**src/core/fieldbus_io_pkg.sv**
```systemverilog
// Constants and carrier types for the fieldbus cyclic word map
package fieldbus_io_pkg;

   // ----------------------------------------
   // Widths
   // ----------------------------------------
   localparam int WORD_W = 16;
   localparam int PNUM_W = 11;
   localparam int IDX_W  = 4;

   typedef logic [WORD_W-1:0] word_t;
   typedef logic [PNUM_W-1:0] pnum_t;
   typedef logic [IDX_W-1:0]  idx_t;

   // ----------------------------------------
   // Parameter numbers
   // ----------------------------------------
   localparam pnum_t RD_MAP_FIRST   = 11'h2c7;
   localparam pnum_t WR_MAP_FIRST   = 11'h2d3;
   localparam pnum_t CMD_WORD_NUM   = 11'h2df;
   localparam pnum_t STATE_WORD_NUM = 11'h2e0;
   localparam word_t PTR_MAX        = 16'h04e1;
   localparam int    MAP_SLOTS      = 12;

   // ----------------------------------------
   // Word positions and size options
   // ----------------------------------------
   localparam idx_t WORD_CMD      = 4'h1;
   localparam idx_t WORD_REF      = 4'h2;
   localparam idx_t WORD_MAP_MIN  = 4'h3;
   localparam idx_t WORD_MAP_MAX  = 4'he;
   localparam idx_t IO_SIZE_MIN   = 4'h3;
   localparam idx_t IO_SIZE_MAX   = 4'hf;
   localparam idx_t MAX_WORDS     = 4'he;

   // ----------------------------------------
   // Command and state word fields
   // ----------------------------------------
   localparam int CW_ENABLE_BIT    = 0;
   localparam int CW_STOP_BIT      = 1;
   localparam int CW_DIR_BIT       = 2;
   localparam int CW_DRV_RESET_BIT = 6;
   localparam int CW_FLT_RESET_BIT = 7;
   localparam int MODE_LSB         = 8;
   localparam int MODE_MSB         = 10;
   localparam int SW_REACHED_BIT   = 6;
   localparam int SW_FAULT_BIT     = 7;

   localparam logic [2:0] MODE_TORQUE = 3'h1;
   localparam logic [2:0] MODE_SPEED  = 3'h2;

   localparam word_t CMD_WORD_RESET = 16'h0000;
   localparam word_t PTR_RESET      = 16'h0000;

   // ----------------------------------------
   // Carriers
   // ----------------------------------------
   typedef struct packed {
      logic  valid;
      logic  write;
      idx_t  idx;
      word_t data;
   } cyc_req_t;

   typedef struct packed {
      logic  valid;
      logic  write;
      logic  from_net;
      pnum_t num;
      word_t data;
   } cfg_req_t;

   typedef struct packed {
      logic  valid;
      logic  write;
      pnum_t num;
      word_t data;
   } ps_req_t;

   typedef struct packed {
      logic enabled;
      logic stopping;
      logic reverse;
      logic reached;
      logic fault;
   } drive_stat_t;

endpackage

```
**src/core/map_pointer_bank.sv**
```systemverilog
// Read and write word pointer store with one write and two read ports
`timescale 1ns/1ps
`default_nettype none

module map_pointer_bank
   import fieldbus_io_pkg::*;
#(
   parameter int NSLOT = MAP_SLOTS
)
(
   input  wire logic clk_i,
   input  wire logic rst_n_i,
   input  wire logic en_i,
   input  wire logic wr_en_i,
   input  wire logic wr_bank_i,
   input  wire idx_t wr_slot_i,
   input  wire word_t wr_data_i,
   input  wire logic cyc_bank_i,
   input  wire idx_t cyc_slot_i,
   output word_t     cyc_ptr_o,
   input  wire logic cfg_bank_i,
   input  wire idx_t cfg_slot_i,
   output word_t     cfg_ptr_o
);

   word_t ptr_q [2][NSLOT];

   // ----------------------------------------
   // Storage
   // ----------------------------------------
   always_ff @(posedge clk_i or negedge rst_n_i)
   begin
      if (!rst_n_i)
      begin
         for (int b = 0; b < 2; b++)
         begin
            for (int s = 0; s < NSLOT; s++)
            begin
               ptr_q[b][s] <= PTR_RESET;
            end
         end
      end
      else if (en_i && wr_en_i && (int'(wr_slot_i) < NSLOT))
      begin
         ptr_q[wr_bank_i][wr_slot_i] <= wr_data_i;
      end
   end

   // ----------------------------------------
   // Lookup
   // ----------------------------------------
   always_comb
   begin
      cyc_ptr_o = (int'(cyc_slot_i) < NSLOT) ? ptr_q[cyc_bank_i][cyc_slot_i] : PTR_RESET;
      cfg_ptr_o = (int'(cfg_slot_i) < NSLOT) ? ptr_q[cfg_bank_i][cfg_slot_i] : PTR_RESET;
   end

endmodule
`default_nettype wire

```
**src/core/fieldbus_io_word_map.sv**
```systemverilog
// Fieldbus cyclic word map, command word and drive state word
//
// Summary of operation
// - Input words 3-14 return the parameter named by their read pointer.
// - Every mapped value moves as one 16-bit integer, decimals dropped.
// - Pointers act only while the I/O size option is 3 to 15.
// - At most 14 input words are presented, per the size option.
// - Zero pointer disables the transfer; the word count stays unchanged.
// - Output words 3-14 write the parameter named by their write pointer.
// - Fourteen output words exist while a programmable size option is active.
// - Output words 1 and 2 are fixed and never remapped.
// - Only fieldbus may write the command word; keypad writes are refused.
// - Command word acts only while the network is the command source, except its mode bits, which route word 2 from any source.
// - Command bit 0 enables the drive, cleared disables it.
// - Command bit 1 set requests stop; cleared requests none.
// - Command bit 7 clears an active fault, otherwise no effect.
// - State bit 0 is one while the drive is enabled.
// - State bit 1 is one while stopping.
// - State bit 6 is one once the reference is reached.
// - State bit 7 is one while the drive has a fault.
// - Mode bits 8-10 pick speed or current for word 2.
`timescale 1ns/1ps
`default_nettype none

module fieldbus_io_word_map
   import fieldbus_io_pkg::*;
(
   input  wire logic        clk_i,
   input  wire logic        resetn_i,
   input  wire logic        en_i,
   input  wire idx_t        io_size_i,
   input  wire logic        net_ctrl_sel_i,
   input  wire cyc_req_t    cyc_req_i,
   output logic             cyc_ready_o,
   output logic             cyc_ack_o,
   output word_t            cyc_rdata_o,
   output idx_t             in_count_o,
   output idx_t             out_count_o,
   input  wire cfg_req_t    cfg_req_i,
   output logic             cfg_ack_o,
   output logic             cfg_err_o,
   output word_t            cfg_rdata_o,
   output ps_req_t          ps_req_o,
   input  wire logic        ps_ack_i,
   input  wire word_t       ps_rdata_i,
   input  wire drive_stat_t stat_i,
   input  wire word_t       speed_act_i,
   input  wire word_t       current_act_i,
   output logic             drive_enable_o,
   output logic             stop_req_o,
   output logic             dir_rev_o,
   output logic             drive_reset_o,
   output logic             fault_clear_o,
   output logic [2:0]       op_mode_o,
   output word_t            speed_ref_o,
   output word_t            current_ref_o
);

   typedef enum logic [1:0] {IDLE, READ_WAIT, WRITE_WAIT} state_t;

   logic [1:0] rst_sync_q;
   logic       rst_n;
   state_t     state_q;
   word_t      cmd_q;
   word_t      state_word_q;
   logic       mapped_on;
   logic       cyc_take;
   logic       cyc_is_map;
   idx_t       cyc_slot;
   word_t      cyc_ptr;
   logic       cfg_rd_map;
   logic       cfg_wr_map;
   idx_t       cfg_slot;
   pnum_t      cfg_off;
   word_t      cfg_ptr;
   logic       ptr_wr;
   logic       cmd_from_cyc;
   logic       cmd_from_cfg;
   logic       cmd_wr;
   word_t      cmd_new;
   logic [2:0] mode;

   // ----------------------------------------
   // Reset release
   // ----------------------------------------
   always_ff @(posedge clk_i or negedge resetn_i)
   begin
      if (!resetn_i)
      begin
         rst_sync_q <= 2'b00;
      end
      else if (en_i)
      begin
         rst_sync_q <= {rst_sync_q[0], 1'b1};
      end
   end

   assign rst_n = rst_sync_q[1];

   // ----------------------------------------
   // Decode
   // ----------------------------------------
   always_comb
   begin
      mapped_on   = (io_size_i >= IO_SIZE_MIN) && (io_size_i <= IO_SIZE_MAX);
      in_count_o  = mapped_on ? idx_t'(io_size_i - 4'h1) : 4'h0;
      out_count_o = mapped_on ? MAX_WORDS : 4'h0;
      cyc_ready_o = (state_q == IDLE);
      cyc_take    = cyc_req_i.valid && cyc_ready_o;
      cyc_is_map  = (cyc_req_i.idx >= WORD_MAP_MIN) && (cyc_req_i.idx <= WORD_MAP_MAX);
      cyc_slot    = idx_t'(cyc_req_i.idx - WORD_MAP_MIN);
      cfg_rd_map  = (cfg_req_i.num >= RD_MAP_FIRST) && (cfg_req_i.num < WR_MAP_FIRST);
      cfg_wr_map  = (cfg_req_i.num >= WR_MAP_FIRST) && (cfg_req_i.num < CMD_WORD_NUM);
      cfg_off     = cfg_wr_map ? pnum_t'(cfg_req_i.num - WR_MAP_FIRST)
                               : pnum_t'(cfg_req_i.num - RD_MAP_FIRST);
      cfg_slot    = cfg_off[IDX_W-1:0];
      ptr_wr      = cfg_req_i.valid && cfg_req_i.write && (cfg_rd_map || cfg_wr_map)
                    && (cfg_req_i.data <= PTR_MAX);
      cmd_from_cyc = cyc_take && cyc_req_i.write && (cyc_req_i.idx == WORD_CMD);
      cmd_from_cfg = cfg_req_i.valid && cfg_req_i.write && cfg_req_i.from_net
                     && (cfg_req_i.num == CMD_WORD_NUM);
      cmd_wr      = cmd_from_cyc || cmd_from_cfg;
      cmd_new     = cmd_from_cyc ? cyc_req_i.data : cfg_req_i.data;
      mode        = cmd_q[MODE_MSB:MODE_LSB];
   end

   map_pointer_bank #(
      .NSLOT (MAP_SLOTS)
   ) u_ptr (
      .clk_i      (clk_i),
      .rst_n_i    (rst_n),
      .en_i       (en_i),
      .wr_en_i    (ptr_wr),
      .wr_bank_i  (cfg_wr_map),
      .wr_slot_i  (cfg_slot),
      .wr_data_i  (cfg_req_i.data),
      .cyc_bank_i (cyc_req_i.write),
      .cyc_slot_i (cyc_slot),
      .cyc_ptr_o  (cyc_ptr),
      .cfg_bank_i (cfg_wr_map),
      .cfg_slot_i (cfg_slot),
      .cfg_ptr_o  (cfg_ptr)
   );

   // ----------------------------------------
   // Parameter access port
   // ----------------------------------------
   always_ff @(posedge clk_i or negedge rst_n)
   begin
      if (!rst_n)
      begin
         cfg_ack_o   <= 1'b0;
         cfg_err_o   <= 1'b0;
         cfg_rdata_o <= 16'h0000;
      end
      else if (en_i)
      begin
         cfg_ack_o <= cfg_req_i.valid;
         cfg_err_o <= 1'b0;
         if (cfg_req_i.valid)
         begin
            cfg_rdata_o <= 16'h0000;
            cfg_err_o   <= 1'b1;
            if (cfg_rd_map || cfg_wr_map)
            begin
               cfg_rdata_o <= cfg_ptr;
               cfg_err_o   <= cfg_req_i.write && (cfg_req_i.data > PTR_MAX);
            end
            else if (cfg_req_i.num == CMD_WORD_NUM)
            begin
               cfg_rdata_o <= cmd_q;
               cfg_err_o   <= cfg_req_i.write && !cfg_req_i.from_net;
            end
            else if (cfg_req_i.num == STATE_WORD_NUM)
            begin
               cfg_rdata_o <= state_word_q;
               cfg_err_o   <= cfg_req_i.write;
            end
         end
      end
   end

   // ----------------------------------------
   // Command word
   // ----------------------------------------
   always_ff @(posedge clk_i or negedge rst_n)
   begin
      if (!rst_n)
      begin
         cmd_q <= CMD_WORD_RESET;
      end
      else if (en_i && cmd_wr)
      begin
         cmd_q <= cmd_new;
      end
   end

   always_ff @(posedge clk_i or negedge rst_n)
   begin
      if (!rst_n)
      begin
         drive_enable_o <= 1'b0;
         stop_req_o     <= 1'b0;
         dir_rev_o      <= 1'b0;
         op_mode_o      <= 3'h0;
         drive_reset_o  <= 1'b0;
         fault_clear_o  <= 1'b0;
      end
      else if (en_i)
      begin
         drive_enable_o <= net_ctrl_sel_i && cmd_q[CW_ENABLE_BIT];
         stop_req_o     <= net_ctrl_sel_i && cmd_q[CW_STOP_BIT];
         if (net_ctrl_sel_i)
         begin
            dir_rev_o <= cmd_q[CW_DIR_BIT];
            op_mode_o <= mode;
         end
         drive_reset_o <= net_ctrl_sel_i && cmd_wr && cmd_new[CW_DRV_RESET_BIT];
         fault_clear_o <= net_ctrl_sel_i && cmd_wr && cmd_new[CW_FLT_RESET_BIT]
                          && stat_i.fault;
      end
   end

   // ----------------------------------------
   // Drive state word
   // ----------------------------------------
   always_ff @(posedge clk_i or negedge rst_n)
   begin
      if (!rst_n)
      begin
         state_word_q <= 16'h0000;
      end
      else if (en_i)
      begin
         state_word_q                   <= 16'h0000;
         state_word_q[CW_ENABLE_BIT]    <= stat_i.enabled;
         state_word_q[CW_STOP_BIT]      <= stat_i.stopping;
         state_word_q[CW_DIR_BIT]       <= stat_i.reverse;
         state_word_q[SW_REACHED_BIT]   <= stat_i.reached;
         state_word_q[SW_FAULT_BIT]     <= stat_i.fault;
         state_word_q[MODE_MSB:MODE_LSB] <= mode;
      end
   end

   // ----------------------------------------
   // Mode-dependent reference, output word 2
   // ----------------------------------------
   always_ff @(posedge clk_i or negedge rst_n)
   begin
      if (!rst_n)
      begin
         speed_ref_o   <= 16'h0000;
         current_ref_o <= 16'h0000;
      end
      else if (en_i && cyc_take && cyc_req_i.write && (cyc_req_i.idx == WORD_REF))
      begin
         if (mode == MODE_TORQUE)
         begin
            current_ref_o <= cyc_req_i.data;
         end
         else if (mode == MODE_SPEED)
         begin
            speed_ref_o <= cyc_req_i.data;
         end
      end
   end

   // ----------------------------------------
   // Cyclic exchange sequencer
   // ----------------------------------------
   always_ff @(posedge clk_i or negedge rst_n)
   begin
      if (!rst_n)
      begin
         state_q     <= IDLE;
         ps_req_o    <= '0;
         cyc_ack_o   <= 1'b0;
         cyc_rdata_o <= 16'h0000;
      end
      else if (en_i)
      begin
         cyc_ack_o <= 1'b0;
         unique case (state_q)
            IDLE:
            begin
               if (cyc_take)
               begin
                  if (cyc_is_map && mapped_on && (cyc_ptr != 16'h0000)
                      && (cyc_req_i.write || (cyc_req_i.idx <= in_count_o)))
                  begin
                     ps_req_o.valid <= 1'b1;
                     ps_req_o.write <= cyc_req_i.write;
                     ps_req_o.num   <= cyc_ptr[PNUM_W-1:0];
                     ps_req_o.data  <= cyc_req_i.data;
                     state_q        <= cyc_req_i.write ? WRITE_WAIT : READ_WAIT;
                  end
                  else
                  begin
                     cyc_ack_o   <= 1'b1;
                     cyc_rdata_o <= 16'h0000;
                     if (!cyc_req_i.write && (cyc_req_i.idx == WORD_CMD))
                     begin
                        cyc_rdata_o <= state_word_q;
                     end
                     else if (!cyc_req_i.write && (cyc_req_i.idx == WORD_REF))
                     begin
                        cyc_rdata_o <= (mode == MODE_TORQUE) ? current_act_i : speed_act_i;
                     end
                  end
               end
            end
            READ_WAIT, WRITE_WAIT:
            begin
               if (ps_ack_i)
               begin
                  ps_req_o.valid <= 1'b0;
                  cyc_ack_o      <= 1'b1;
                  cyc_rdata_o    <= (state_q == READ_WAIT) ? ps_rdata_i : 16'h0000;
                  state_q        <= IDLE;
               end
            end
         endcase
      end
   end
endmodule
`default_nettype wire

```
**config.mk**
```make
export PLATFORM = sky130hd
export DESIGN_NAME = fieldbus_io_word_map
export DESIGN_NICKNAME = d
export VERILOG_FILES = /design/src/core/fieldbus_io_pkg.sv /design/src/core/map_pointer_bank.sv /design/src/core/fieldbus_io_word_map.sv
export SDC_FILE = /design/constraint.sdc
export NUM_CORES = 1
export LEC_CHECK = 0
export ABC_AREA = 1
export BUFFER_PORTS_ARGS = -buffer_cell sky130_fd_sc_hd__buf_2
export CAP_MARGIN = 20
export CORE_ASPECT_RATIO = 0.8
export CORE_MARGIN = 4
export CORE_UTILIZATION = 25
export DETAILED_ROUTE_END_ITERATION = 6
export PLACE_DENSITY_LB_ADDON = 0.05
export SYNTH_ARGS = -nofsm -noshare
export SYNTH_HDL_FRONTEND = slang
export SYNTH_SLANG_ARGS = --single-unit
```
**constraint.sdc**
```tcl
create_clock -name clk_i -period 28.9 [get_ports clk_i]
set_clock_uncertainty 0.05 [all_clocks]
set_input_delay 1.445 -clock clk_i [delete_from_list [all_inputs] [get_ports clk_i]]
set_output_delay 1.445 -clock clk_i [all_outputs]
set_load 0.02 [all_outputs]
```
Word level (Yosys, flattened, before mapping) --
Cells that the tools add are included.
Word-level totals: register bits after elaboration 516, output and inout port bits 113, word-level logic and storage cells 184
Cells by class: add/sub/neg operators 4, $lt $le $gt $ge 19, equal/unequal tests 12, mux-type cells 51, bitwise operators 5, reduce and logical (&&, ||, !) cells 48
Operators with widths (number):
- $mux W192 | 7
- $bwmux W384 | 1
- $mux W16 | 17
- $demux W192 S1 | 1
- $bmux W16 S4 | 2
- $demux W16 S4 | 1
- $mux W29 | 2
- $logic_and A1 B1 Y1 | 33
- $pmux W16 S2 | 1
- $eq A11 B10 Y1 const B | 2
- $ge A11 B10 Y1 const B | 2
- $lt A11 B10 Y1 const B | 2
- $gt A16 B11 Y1 const B | 1
- $le A16 B11 Y1 const B | 1
- $reduce_bool A16 Y1 | 1
- $mux W4 | 3
- $reduce_and A4 Y1 | 3
- $mux W11 | 1
- $ge A5 B5 Y1 const B | 2
- $not A4 Y5 | 2
- $ge A4 B2 Y1 const B | 2
- $le A4 B4 Y1 const B | 2
- $lt A4 B4 Y1 const B | 2
- $mux W1 | 8
- other kinds (26) | 40

Depth between registers and ports, before layout --
Gate-level depths: netlist of the first run.
depth in word-level cells 14, mapped depth 24

Modules after synthesis --
A second synthesis of the first run with hierarchy kept.
Unflattened totals: cells, all modules 4033, area, all modules 28383.5 um2
Modules (own cells, without submodules):
- map_pointer_bank | instances 1, cells an instance 3091, area each 21289.2 um2
- fieldbus_io_word_map | instances 1, cells an instance 942, area each 7094.3 um2

Worst setup path before layout of the first run --
No wires, ideal clock.
path type register -> register, start reg, netlist name rst_sync_q[1], end reg rst_sync_q[1], arrival time 11838 ps, data required time 28748 ps, path slack 16910 ps, stages on the path, launching flop included 3, clock period less this slack 11990 ps, cells stage by stage dfrtp_1 -> nand2_1 -> nand2_1
RTL lines:
- end signal, assigned | line fieldbus_io_word_map.sv:94 | rst_sync_q <= {rst_sync_q[0], 1'b1};
- end, declared | line fieldbus_io_word_map.sv:61 | logic [1:0] rst_sync_q;

Final worst setup path of the first run --
start in cfg_req_i[16] (netlist name), end reg u_ptr.ptr_q[290] (netlist name)
On the way: word-level cells in the longest chain between the ends 11, elaborated cells on any way between the ends 28, those cells by class add/sub (2); order compare (9); mux (6); bitwise (2); reduce/logical (9)
Ends and longest elaborated chain:
- start, declared | line fieldbus_io_word_map.sv:39 | input wire cfg_req_t cfg_req_i,
- $ge A11 B10 Y1 or $lt A11 B10 Y1 (tied branches) | line fieldbus_io_word_map.sv:113 | cfg_wr_map = (cfg_req_i.num >= WR_MAP_FIRST) && (cfg_req_i.num < CMD_WORD_NUM);
- $logic_and A1 B1 Y1 | line fieldbus_io_word_map.sv:113
- $mux W4 | line fieldbus_io_word_map.sv:114 | cfg_off = cfg_wr_map ? pnum_t'(cfg_req_i.num - WR_MAP_FIRST)
- $not A4 Y5 (implied by the code) | line map_pointer_bank.sv:45 | ptr_q[wr_bank_i][wr_slot_i] <= wr_data_i;
- $ge A5 B5 Y1 (implied by the code) or $lt A5 B1 Y1 (tied branches) | line map_pointer_bank.sv:45
- $logic_and A1 B1 Y1 (implied by the code) | line map_pointer_bank.sv:45
- $mux W16 (implied by the code) | line map_pointer_bank.sv:45
- $demux W16 S4 | line map_pointer_bank.sv:45
- $mux W192 (implied by the code) | line map_pointer_bank.sv:45
- $demux W192 S1 | line map_pointer_bank.sv:45
- $bwmux W384 | line map_pointer_bank.sv:45
- end signal, assigned by index | line map_pointer_bank.sv:45
- end, declared | line map_pointer_bank.sv:26 | word_t ptr_q [2][NSLOT];
Parallel ways exist; a longest one is shown, timed or not. A chain may end at the register's enable or synchronous reset.

==> summary.md, run 1 <==
The run finished with clean final reports. Setup repair after global routing left no endpoint under its margin. The number of setup buffers added after CTS is 0. Entering global routing, the biggest net connects 134 pins. The synthesized design contains 516 register bits. Summing every instance area after synthesis gives 28,470 µm².

The run gives 186,900 µm as the global-route wire length before repair. The filler cells instantiated in the layout total 12,480. The fmax came out at 144.7 MHz.

The setup path with the least slack is of type input port to flip-flop. The TritonCTS buffer count is 66, and the combinational group share of total power is 0.212. In the final timing run, aggregate negative setup slack is 0 ns. The portion of the clock cycle consumed by the worst path in the final layout works out to 0.2391. Power spread over the standard cell area amounts to 62.01 nW/µm². Among cell families on the critical path, the largest total delay comes from simple AND/OR/NAND/NOR gates. The relative max-transition margin is 0.3179.

The worst path required time was 29.32 ns; the wire length after detailed routing was 128,500 µm. For this run, the number of standard cells in the final layout without fillers is 5,569. In this run the number of H-tree levels came out at 3.

The smallest hold slack was 0.3505 ns. The total routing resource utilization after global routing is 0.2125, and the post-layout minimum cycle time is 6.910 ns. The number of nets at the end of the flow came out at 4,143. STA classifies the critical path endpoint as a flip-flop.

The max-slew violation count came out at 0. The largest individual stage delay along the critical path comes from the cell sky130_fd_sc_hd__nand2_8. The area fraction of the dominant cell type after synthesis is 0.4535.

TritonCTS built the clock tree. The proportion of layout cells with a drive suffix above 1 was 0.1075; the total of max-cap violations was 0. The analysis attributes to cell leakage a power of 16.62 nW.

In this run, synthesis inferred 0 flip-flops with an integrated enable. The worst-case IR drop observed on VDD is 0.03639 mV. In this design, the stage delay of the slowest critical-path cell is 0.83 ns.

Each instance of the synthesized netlist takes up on average 7.204 µm². For this block, the via count after detailed routing is 26,360. The proportion of register bits with asynchronous set or reset after synthesis was 1.000; the number of gates given a new drive strength after cts was 0. Utilization of the core after routing: 0.2902. In the synthesized netlist the dominant register cell turns out to be sky130_fd_sc_hd__dfrtp_1. In this run the worst path has a maximum fanout of 104.

Data arrives at the worst endpoint at 7.33 ns. The number of antenna violations at the first check in global routing is 12, and the first-pass iteration count of the detailed router is 5. The wire-length estimate of the detail-placed layout is 82,670 µm. At the pin with the least slew margin, the transition time is 1.022 ns. Counting both buffers and inverters, the worst setup path holds a total of 6. The total number of placement rows came out at 110. The tools report the final RePlAce weighted congestion as 0.7901. The run gives 0 as the global-route congestion overflow total. The internal portion of the total power is 0.001332 W. The path class of the tightest hold or removal check is flip-flop to asynchronous set/reset pin.

The top-level I/O count was 227; the share of power burned in registers was 0.388. In this run the horizontal extent of the chip is 385.3 µm. Clock power share: 0.399.

The final routed wire length divided by cell count came out at 23.07 µm. After synthesis, the cell types taking the most area are sky130_fd_sc_hd__dfrtp_1 (45%), sky130_fd_sc_hd__nand2_1 (13%), sky130_fd_sc_hd__nand3_1 (12%), sky130_fd_sc_hd__inv_1 (6.3%), sky130_fd_sc_hd__o21ai_0 (5.1%). No sink is reached through more buffers than the 3 on the longest clock path. The region available for standard cell placement spans 112,700 µm². For this block, the initial DRC count from the detailed router was 2,262. Layout overhead on the synthesized area: 14.88%. The quantity of I/O buffers inserted on ports came out at 225. The overall die height is 309.8 µm. The via count normalized by instance count works out to 4.733. The switching power is 0.0006966 W. Once placement completed, the tool counted placed cells totaling 5,455. The logs give 0.4535 for the part of the Yosys area used for sequential elements and 3,952 for the number of standard cells after synthesis. Once detail routing completed, the nets flagged for antenna violations numbered 0. For this run, design rule violations remaining after detail routing come to 0. The clock slew at the register clock pins of the worst setup and hold paths came out at 0.06 ns. Setup violations remaining at the end of the flow were counted as 0. The tools report the number of global-route vias before repair as 25,860. The starting density of the core was 0.2526. The switching power share of the total was 0.3434; the number of hold violations in the final report was 0. Overall power consumption after layout is estimated at 0.002028 W. Most frequent standard cell in the layout excluding fill and tap cells: sky130_fd_sc_hd__nand2_1. The tools report the nature of the critical path startpoint as an input port.

During synthesis, Yosys emitted a total of 0 warnings. The signal on the critical path passes through buf_4 > ha_1 > inv_1 > nor2_1 > nand3_1 > nand3_4 > nand2_8 > inv_2 > ha_1 > inv_1 > o21ai_1 > or2_1 > nand2_1 > inv_2 > nor2_1 > nor4_2 > nand2_2 > buf_4 > nor2_2 > o21ai_0. The number of distinct standard cells referenced by the synthesized netlist is 48, and the number of buffers inserted by hold repair at cts is 0. The biggest area consumer among synthesized cells is sky130_fd_sc_hd__dfrtp_1. Counting every net in the synthesized netlist gives 4,082.

The total die area was 119,400 µm²; the clock net sink count was 516. In the layout the commonest cells are sky130_fd_sc_hd__nand2_1 (995), sky130_fd_sc_hd__nand3_1 (662), sky130_fd_sc_hd__dfrtp_1 (515), sky130_fd_sc_hd__inv_1 (478), sky130_fd_sc_hd__nor2_1 (293). The cell sitting at the root of the clock tree is a sky130_fd_sc_hd__clkbuf_16.

The insertion delay of the later-clocked pin in the worst-skew pair was 0.65 ns.
## per-layer routing
| layer | vias to the layer above | GRT usage | wire [µm] |
|---|---|---|---|
| met5 | - | 0 | 0 |
| met4 | 0 | 0.05142 | 3112 |
| met3 | 145 | 0.03886 | 7061 |
| met2 | 688 | 0.3312 | 57270 |
| met1 | 12720 | 0.3051 | 61020 |
| li1 | 12800 | - | - |
## final cells by class
class / count / area (µm²) / area share
tap: 1512 / 1892 / 0.05784
sequential: 516 / 12920 / 0.3949
multi-input combinational: 2659 / 12410 / 0.3795
clock buffer: 98 / 1903 / 0.05818
clock inverter: 12 / 122.6 / 0.003749
inverter: 493 / 1857 / 0.05677
timing repair buffer: 277 / 1599 / 0.04889
antenna: 2 / 5.005 / 0.0001530
## stage by stage
step	worst slack [ns]	instance area (µm²)
2_1_floorplan	13.38	28470
3_3_place_gp	21.35	30590
3_5_place_dp	21.27	30640
4_1_cts	21.94	32660
5_1_grt	21.53	32710
6_report	21.99	32710
## flip-flops by register name (all words and copies together) (netlist names), 3 cells and up
register       flops
cmd_q             16
cfg_rdata_o       16
u_ptr.ptr_q      384
ps_req_o          29
op_mode_o          3
state_word_q       8
cyc_rdata_o       16
speed_ref_o       16
current_ref_o     16
## cells by family (layout without fill, tap and decap cells)
group	after synthesis	in the layout	share of synthesized area
other cells	1	3	0.0001317
flops	516	516	0.4535
xor+xnor	2	2	0.001143
fa+ha+maj	16	16	0.007031
simple gates	2045	2045	0.3103
compound gates	579	579	0.1095
mux	16	16	0.005977
buf+inv	777	880	0.1125
## power groups by stage
stage | registers, W | logic, W | clock network [W]
floorplan | 0.000852 | 0.000195 | 0
global placement | 0.000802 | 0.000438 | 0
detailed placement | 0.000801 | 0.000437 | 0
CTS | 0.000788 | 0.000437 | 0.000838
global route | 0.000793 | 0.000469 | 0.000866
finish | 0.000788 | 0.000430 | 0.000810
## path summary, 6_finish.rpt
| check | end | depth (start not counted) | start | slack (ns) |
|---|---|---|---|---|
| hold reg to reg | cfg_err_o | 0 | rst_sync_q[1] | 0.35 |
| setup / recovery | u_ptr.ptr_q[290] | 20 | cfg_req_i[16] | 21.99 |
| hold / removal | cfg_err_o | 0 | rst_sync_q[1] | 0.35 |
| setup reg to reg | ps_req_o[28] | 17 | u_ptr.ptr_q[155] | 25.48 |
| min in group clk_i | u_ptr.ptr_q[123] | 2 | u_ptr.ptr_q[123] | 0.41 |
| max in group asynchronous | u_ptr.ptr_q[227] | 3 | rst_sync_q[1] | 25.59 |
## cells in the mapped netlist, drive strengths merged (5+ instances only)
library cell	instances
a21oi	189
buf	170
clkbuf	114
clkinv	5
dfrtp	516
ha	16
inv	488
mux2	8
mux2i	8
nand2	1014
nand3	664
nand3b	7
nand4	21
nor2	310
nor3	20
o211ai	55
o21ai	312
o221ai	5
o32ai	8
(Power assumes the default switching activity.)
==> run 2: changes to the inputs <==
- clock period: 28.9 -> 7.1 ns (I/O delays scaled with it)
==> run 2 against run 1 <==
Net effect:
- global-route usage is 0.22 points higher
- sequential power increased to 4.1 times the previous value
- critical endpoint is now u_ptr.ptr_q[26]
- highest routed layer unchanged
- utilization up 0.42 points
==> summary.md, run 2 (synthesis gave the netlist of run 1 again) <==
Smallest hold slack: 0.05115 ns (-0.2994 ns). The starting density of the core came out at 0.2526 (unchanged). The setup slack of the worst register-to-register path is 4.07 ns (-21.41 ns). Number of nets at the end of the flow: 4,177 (+0.82%). By instance count, the cell type seen most on the critical path is sky130_fd_sc_hd__inv_1.

Total of max-cap violations: 0 (unchanged). The end of the critical path was u_ptr.ptr_q[26]. The proportion of layout cells with a drive suffix above 1 is 0.1096 (+0.002044).

The endpoint identified for the worst register-to-register timing path is state_q[1]. The critical path is of the input port to flip-flop type. For the top-level I/O count, the log shows 227 (unchanged). The final routed wire length divided by cell count was 23.12 µm (+0.24%). Setup repair after global routing left no endpoint under its margin.

The tools report the number of H-tree levels as 3 (unchanged). The critical path starts at cfg_req_i[16]. The layout overhead on the synthesized area was 16.55%; the global-route congestion overflow total was 0 (unchanged). The worst path required time came out at 7.58 ns (-21.74 ns).

The total number of placement rows came out at 110 (unchanged). The clock tree root driver cell is sky130_fd_sc_hd__clkbuf_16. The die outline width was 385.3 µm (unchanged). The startpoint of the most critical register-to-register path was u_ptr.ptr_q[186]. The number of flip-flops under the largest register name was 384 (unchanged); the number of global-route vias before repair was 26,240 (+1.5%).

The number of antenna violations at the first check in global routing was 10 (-2). For the final RePlAce weighted congestion, the log shows 0.7855 (-0.58%). The setup TNS is 0 ns (unchanged), and the number of gates given a new drive strength after cts is 0 (unchanged). The via count normalized by instance count was 4.739 (+0.12%). The run gives 5.46 ns (-1.87 ns) as the data arrival time of the critical path. The power density over the cells came out at 253.7 nW/µm² (+310%). The clock tree buffer depth came out at 3 (unchanged). Violation count after the first detailed-routing iteration: 2,229 (-1.5%). The depth of the most critical reg-to-reg path is 18 (+1), and the insertion delay of the later-clocked pin in the worst-skew pair is 0.65 ns (about the same). The final setup violation count came out at 0 (unchanged). Timing would allow up to 200.6 MHz. The sum of net half-perimeters after detailed placement is 83,720 µm (+1.3%), and the number of filler instances in the final layout is 12,540 (+0.42%). For the power after layout, the log shows 0.008417 W (+310%). The nature of the critical path startpoint was an input port. The number of DRC violations after detailed routing is 0 (unchanged). Traced cell by cell, the critical path runs through buf_4 > ha_1 > inv_1 > nor2_1 > nand3_1 > nand3_4 > nand2_8 > inv_2 > ha_1 > inv_1 > o21ai_1 > or2_1 > nand2_1 > inv_2 > nor2_1 > inv_1 > nand4_1 > nor3_4 > nand2_1 > mux2_2. The post-layout minimum cycle time works out to 4.985 ns.

The maximum number of pins on one net before global-route repair is 157 (+17%), and the number of hold violations in the final report is 0 (unchanged). Critical path's largest stage delay: 0.80 ns (-0.03 ns). Most frequent standard cell in the layout excluding fill and tap cells: sky130_fd_sc_hd__nand2_1. Portion of the clock cycle consumed by the worst path in the final layout: 0.7021. The run gives 6 (+1) as the first-pass iteration count of the detailed router. The tools report the clock net sink count as 516 (unchanged). The measured slew at the worst slew-check pin was 1.037 ns (+0.01525 ns).

TritonCTS built the clock tree. For the number of nets with antenna violations after routing, the log shows 0 (unchanged). Max-slew violation count: 0 (unchanged). The via count came out at 26,600 (+0.93%). The quantity of I/O buffers inserted on ports is 225 (unchanged). For the core area, the log shows 112,700 µm² (unchanged).

The wire length after detailed routing was 129,800 µm (+1.0%). The final setup slack of the worst path was 2.115 ns (-19.87 ns); the overall die height was 309.8 µm (unchanged). The largest registers in the layout are u_ptr.ptr_q x384, ps_req_o x29. The run finished with clean final reports. The top cell types in the final layout, fill and taps aside, are sky130_fd_sc_hd__nand2_1 (995), sky130_fd_sc_hd__nand3_1 (662), sky130_fd_sc_hd__dfrtp_1 (515), sky130_fd_sc_hd__inv_1 (478), sky130_fd_sc_hd__nor2_1 (293). The run gives 0.2147 (+0.002219) as the total routing resource utilization after global routing. The library cell contributing the largest single delay on the critical path is sky130_fd_sc_hd__nand2_1. The tools report the relative max-transition margin as 0.3085 (-0.009433).

For the global-route wire length before repair, the log shows 189,400 µm (+1.3%). Total die area: 119,400 µm² (unchanged). The sort of element at the end of the critical path was a flip-flop. The run gives 0.1346 mV (+270%) as the maximum ir drop on the vdd rail. The TritonCTS buffer count was 67 (+1.5%); the reported leakage power was 16.83 nW (+1.3%).

The tools report the worst setup timing slack at the placement stage as 1.455 ns (-19.81 ns). The register with the highest flop count is u_ptr.ptr_q. The clock slew at the register clock pins of the worst setup and hold paths is 0.06 ns (about the same). The class of the most critical hold timing path is input port to flip-flop. The largest fanout on the critical path is 29 (-72%).
-- run 2: cell types whose count changed in the layout (fill, tap and decap cells not counted), sizes merged --
cell	previous run	this run
buf	277	280
bufinv	1	2
clkbuf	98	100
clkinv	11	14
clkinvlp	0	1
diode	2	4
dlygate4sd3	0	30
inv	493	496
-- run 2: cell type report --
type	instances	area, µm²	area share
timing repair buffer	310	1981	0.05969
sequential	516	12920	0.3892
clock buffer	100	1931	0.05818
antenna	4	10.01	0.0003016
inverter	493	1857	0.05596
multi-input combinational	2659	12410	0.3741
tap	1512	1892	0.05701
clock inverter	20	182.7	0.005505
-- run 2: critical path: cells and delay by family --
family / cells / cell delay [ns]
and+or+nand+nor: 10 / 2.87
buffers and inverters: 6 / 1.06
muxes: 1 / 0.51
adders and majority gates: 2 / 0.47
AOI/OAI and AO/OA: 1 / 0.14
-- run 2: power breakdown --
group | leakage, nW | switching [W] | internal [W]
Clock | 1.04 | 0.00146 | 0.00196
Combinational | 10.5 | 0.00135 | 0.000434
Sequential | 5.24 | 0.0000982 | 0.00311
Total | 16.8 | 0.00291 | 0.00551
-- run 2: repair_timing --
action,CTS,global route
hold endpoints to repair,56,0
buffers inserted,0,0
hold buffers,30,0
-- run 2: stage by stage --
step	cells	instance area [µm²]	utilization
floorplan	3952	28470	-
global placement	5456	30690	0.2722
detailed placement	5459	30740	0.2727
CTS	5609	33160	0.2942
global route	5614	33180	0.2944
finish	5614	33180	0.2944
-- run 2: how the worst min path moves through the flow --
| stage | end | start | depth (start not counted) | slack, ns |
|---|---|---|---|---|
| floorplan | rst_sync_q[0] | resetn_i | 0 | 0.009 |
| global placement | rst_sync_q[0] | resetn_i | 1 | 0.09 |
| detailed placement | rst_sync_q[1] | resetn_i | 1 | 0.09 |
| CTS | cyc_rdata_o[13] | ps_rdata_i[13] | 5 | 0.005 |
| global route | cyc_rdata_o[15] | ps_rdata_i[15] | 5 | 0.04 |
| finish | cyc_rdata_o[10] | ps_rdata_i[10] | 5 | 0.05 |
-- run 2: metal layers --
metal,up-vias,wire (µm),track usage
met1,12960,62870,0.3134
met2,628,57430,0.3298
met5,-,0,0
met4,0,3336,0.05615
li1,12870,-,-
met3,153,6162,0.03429
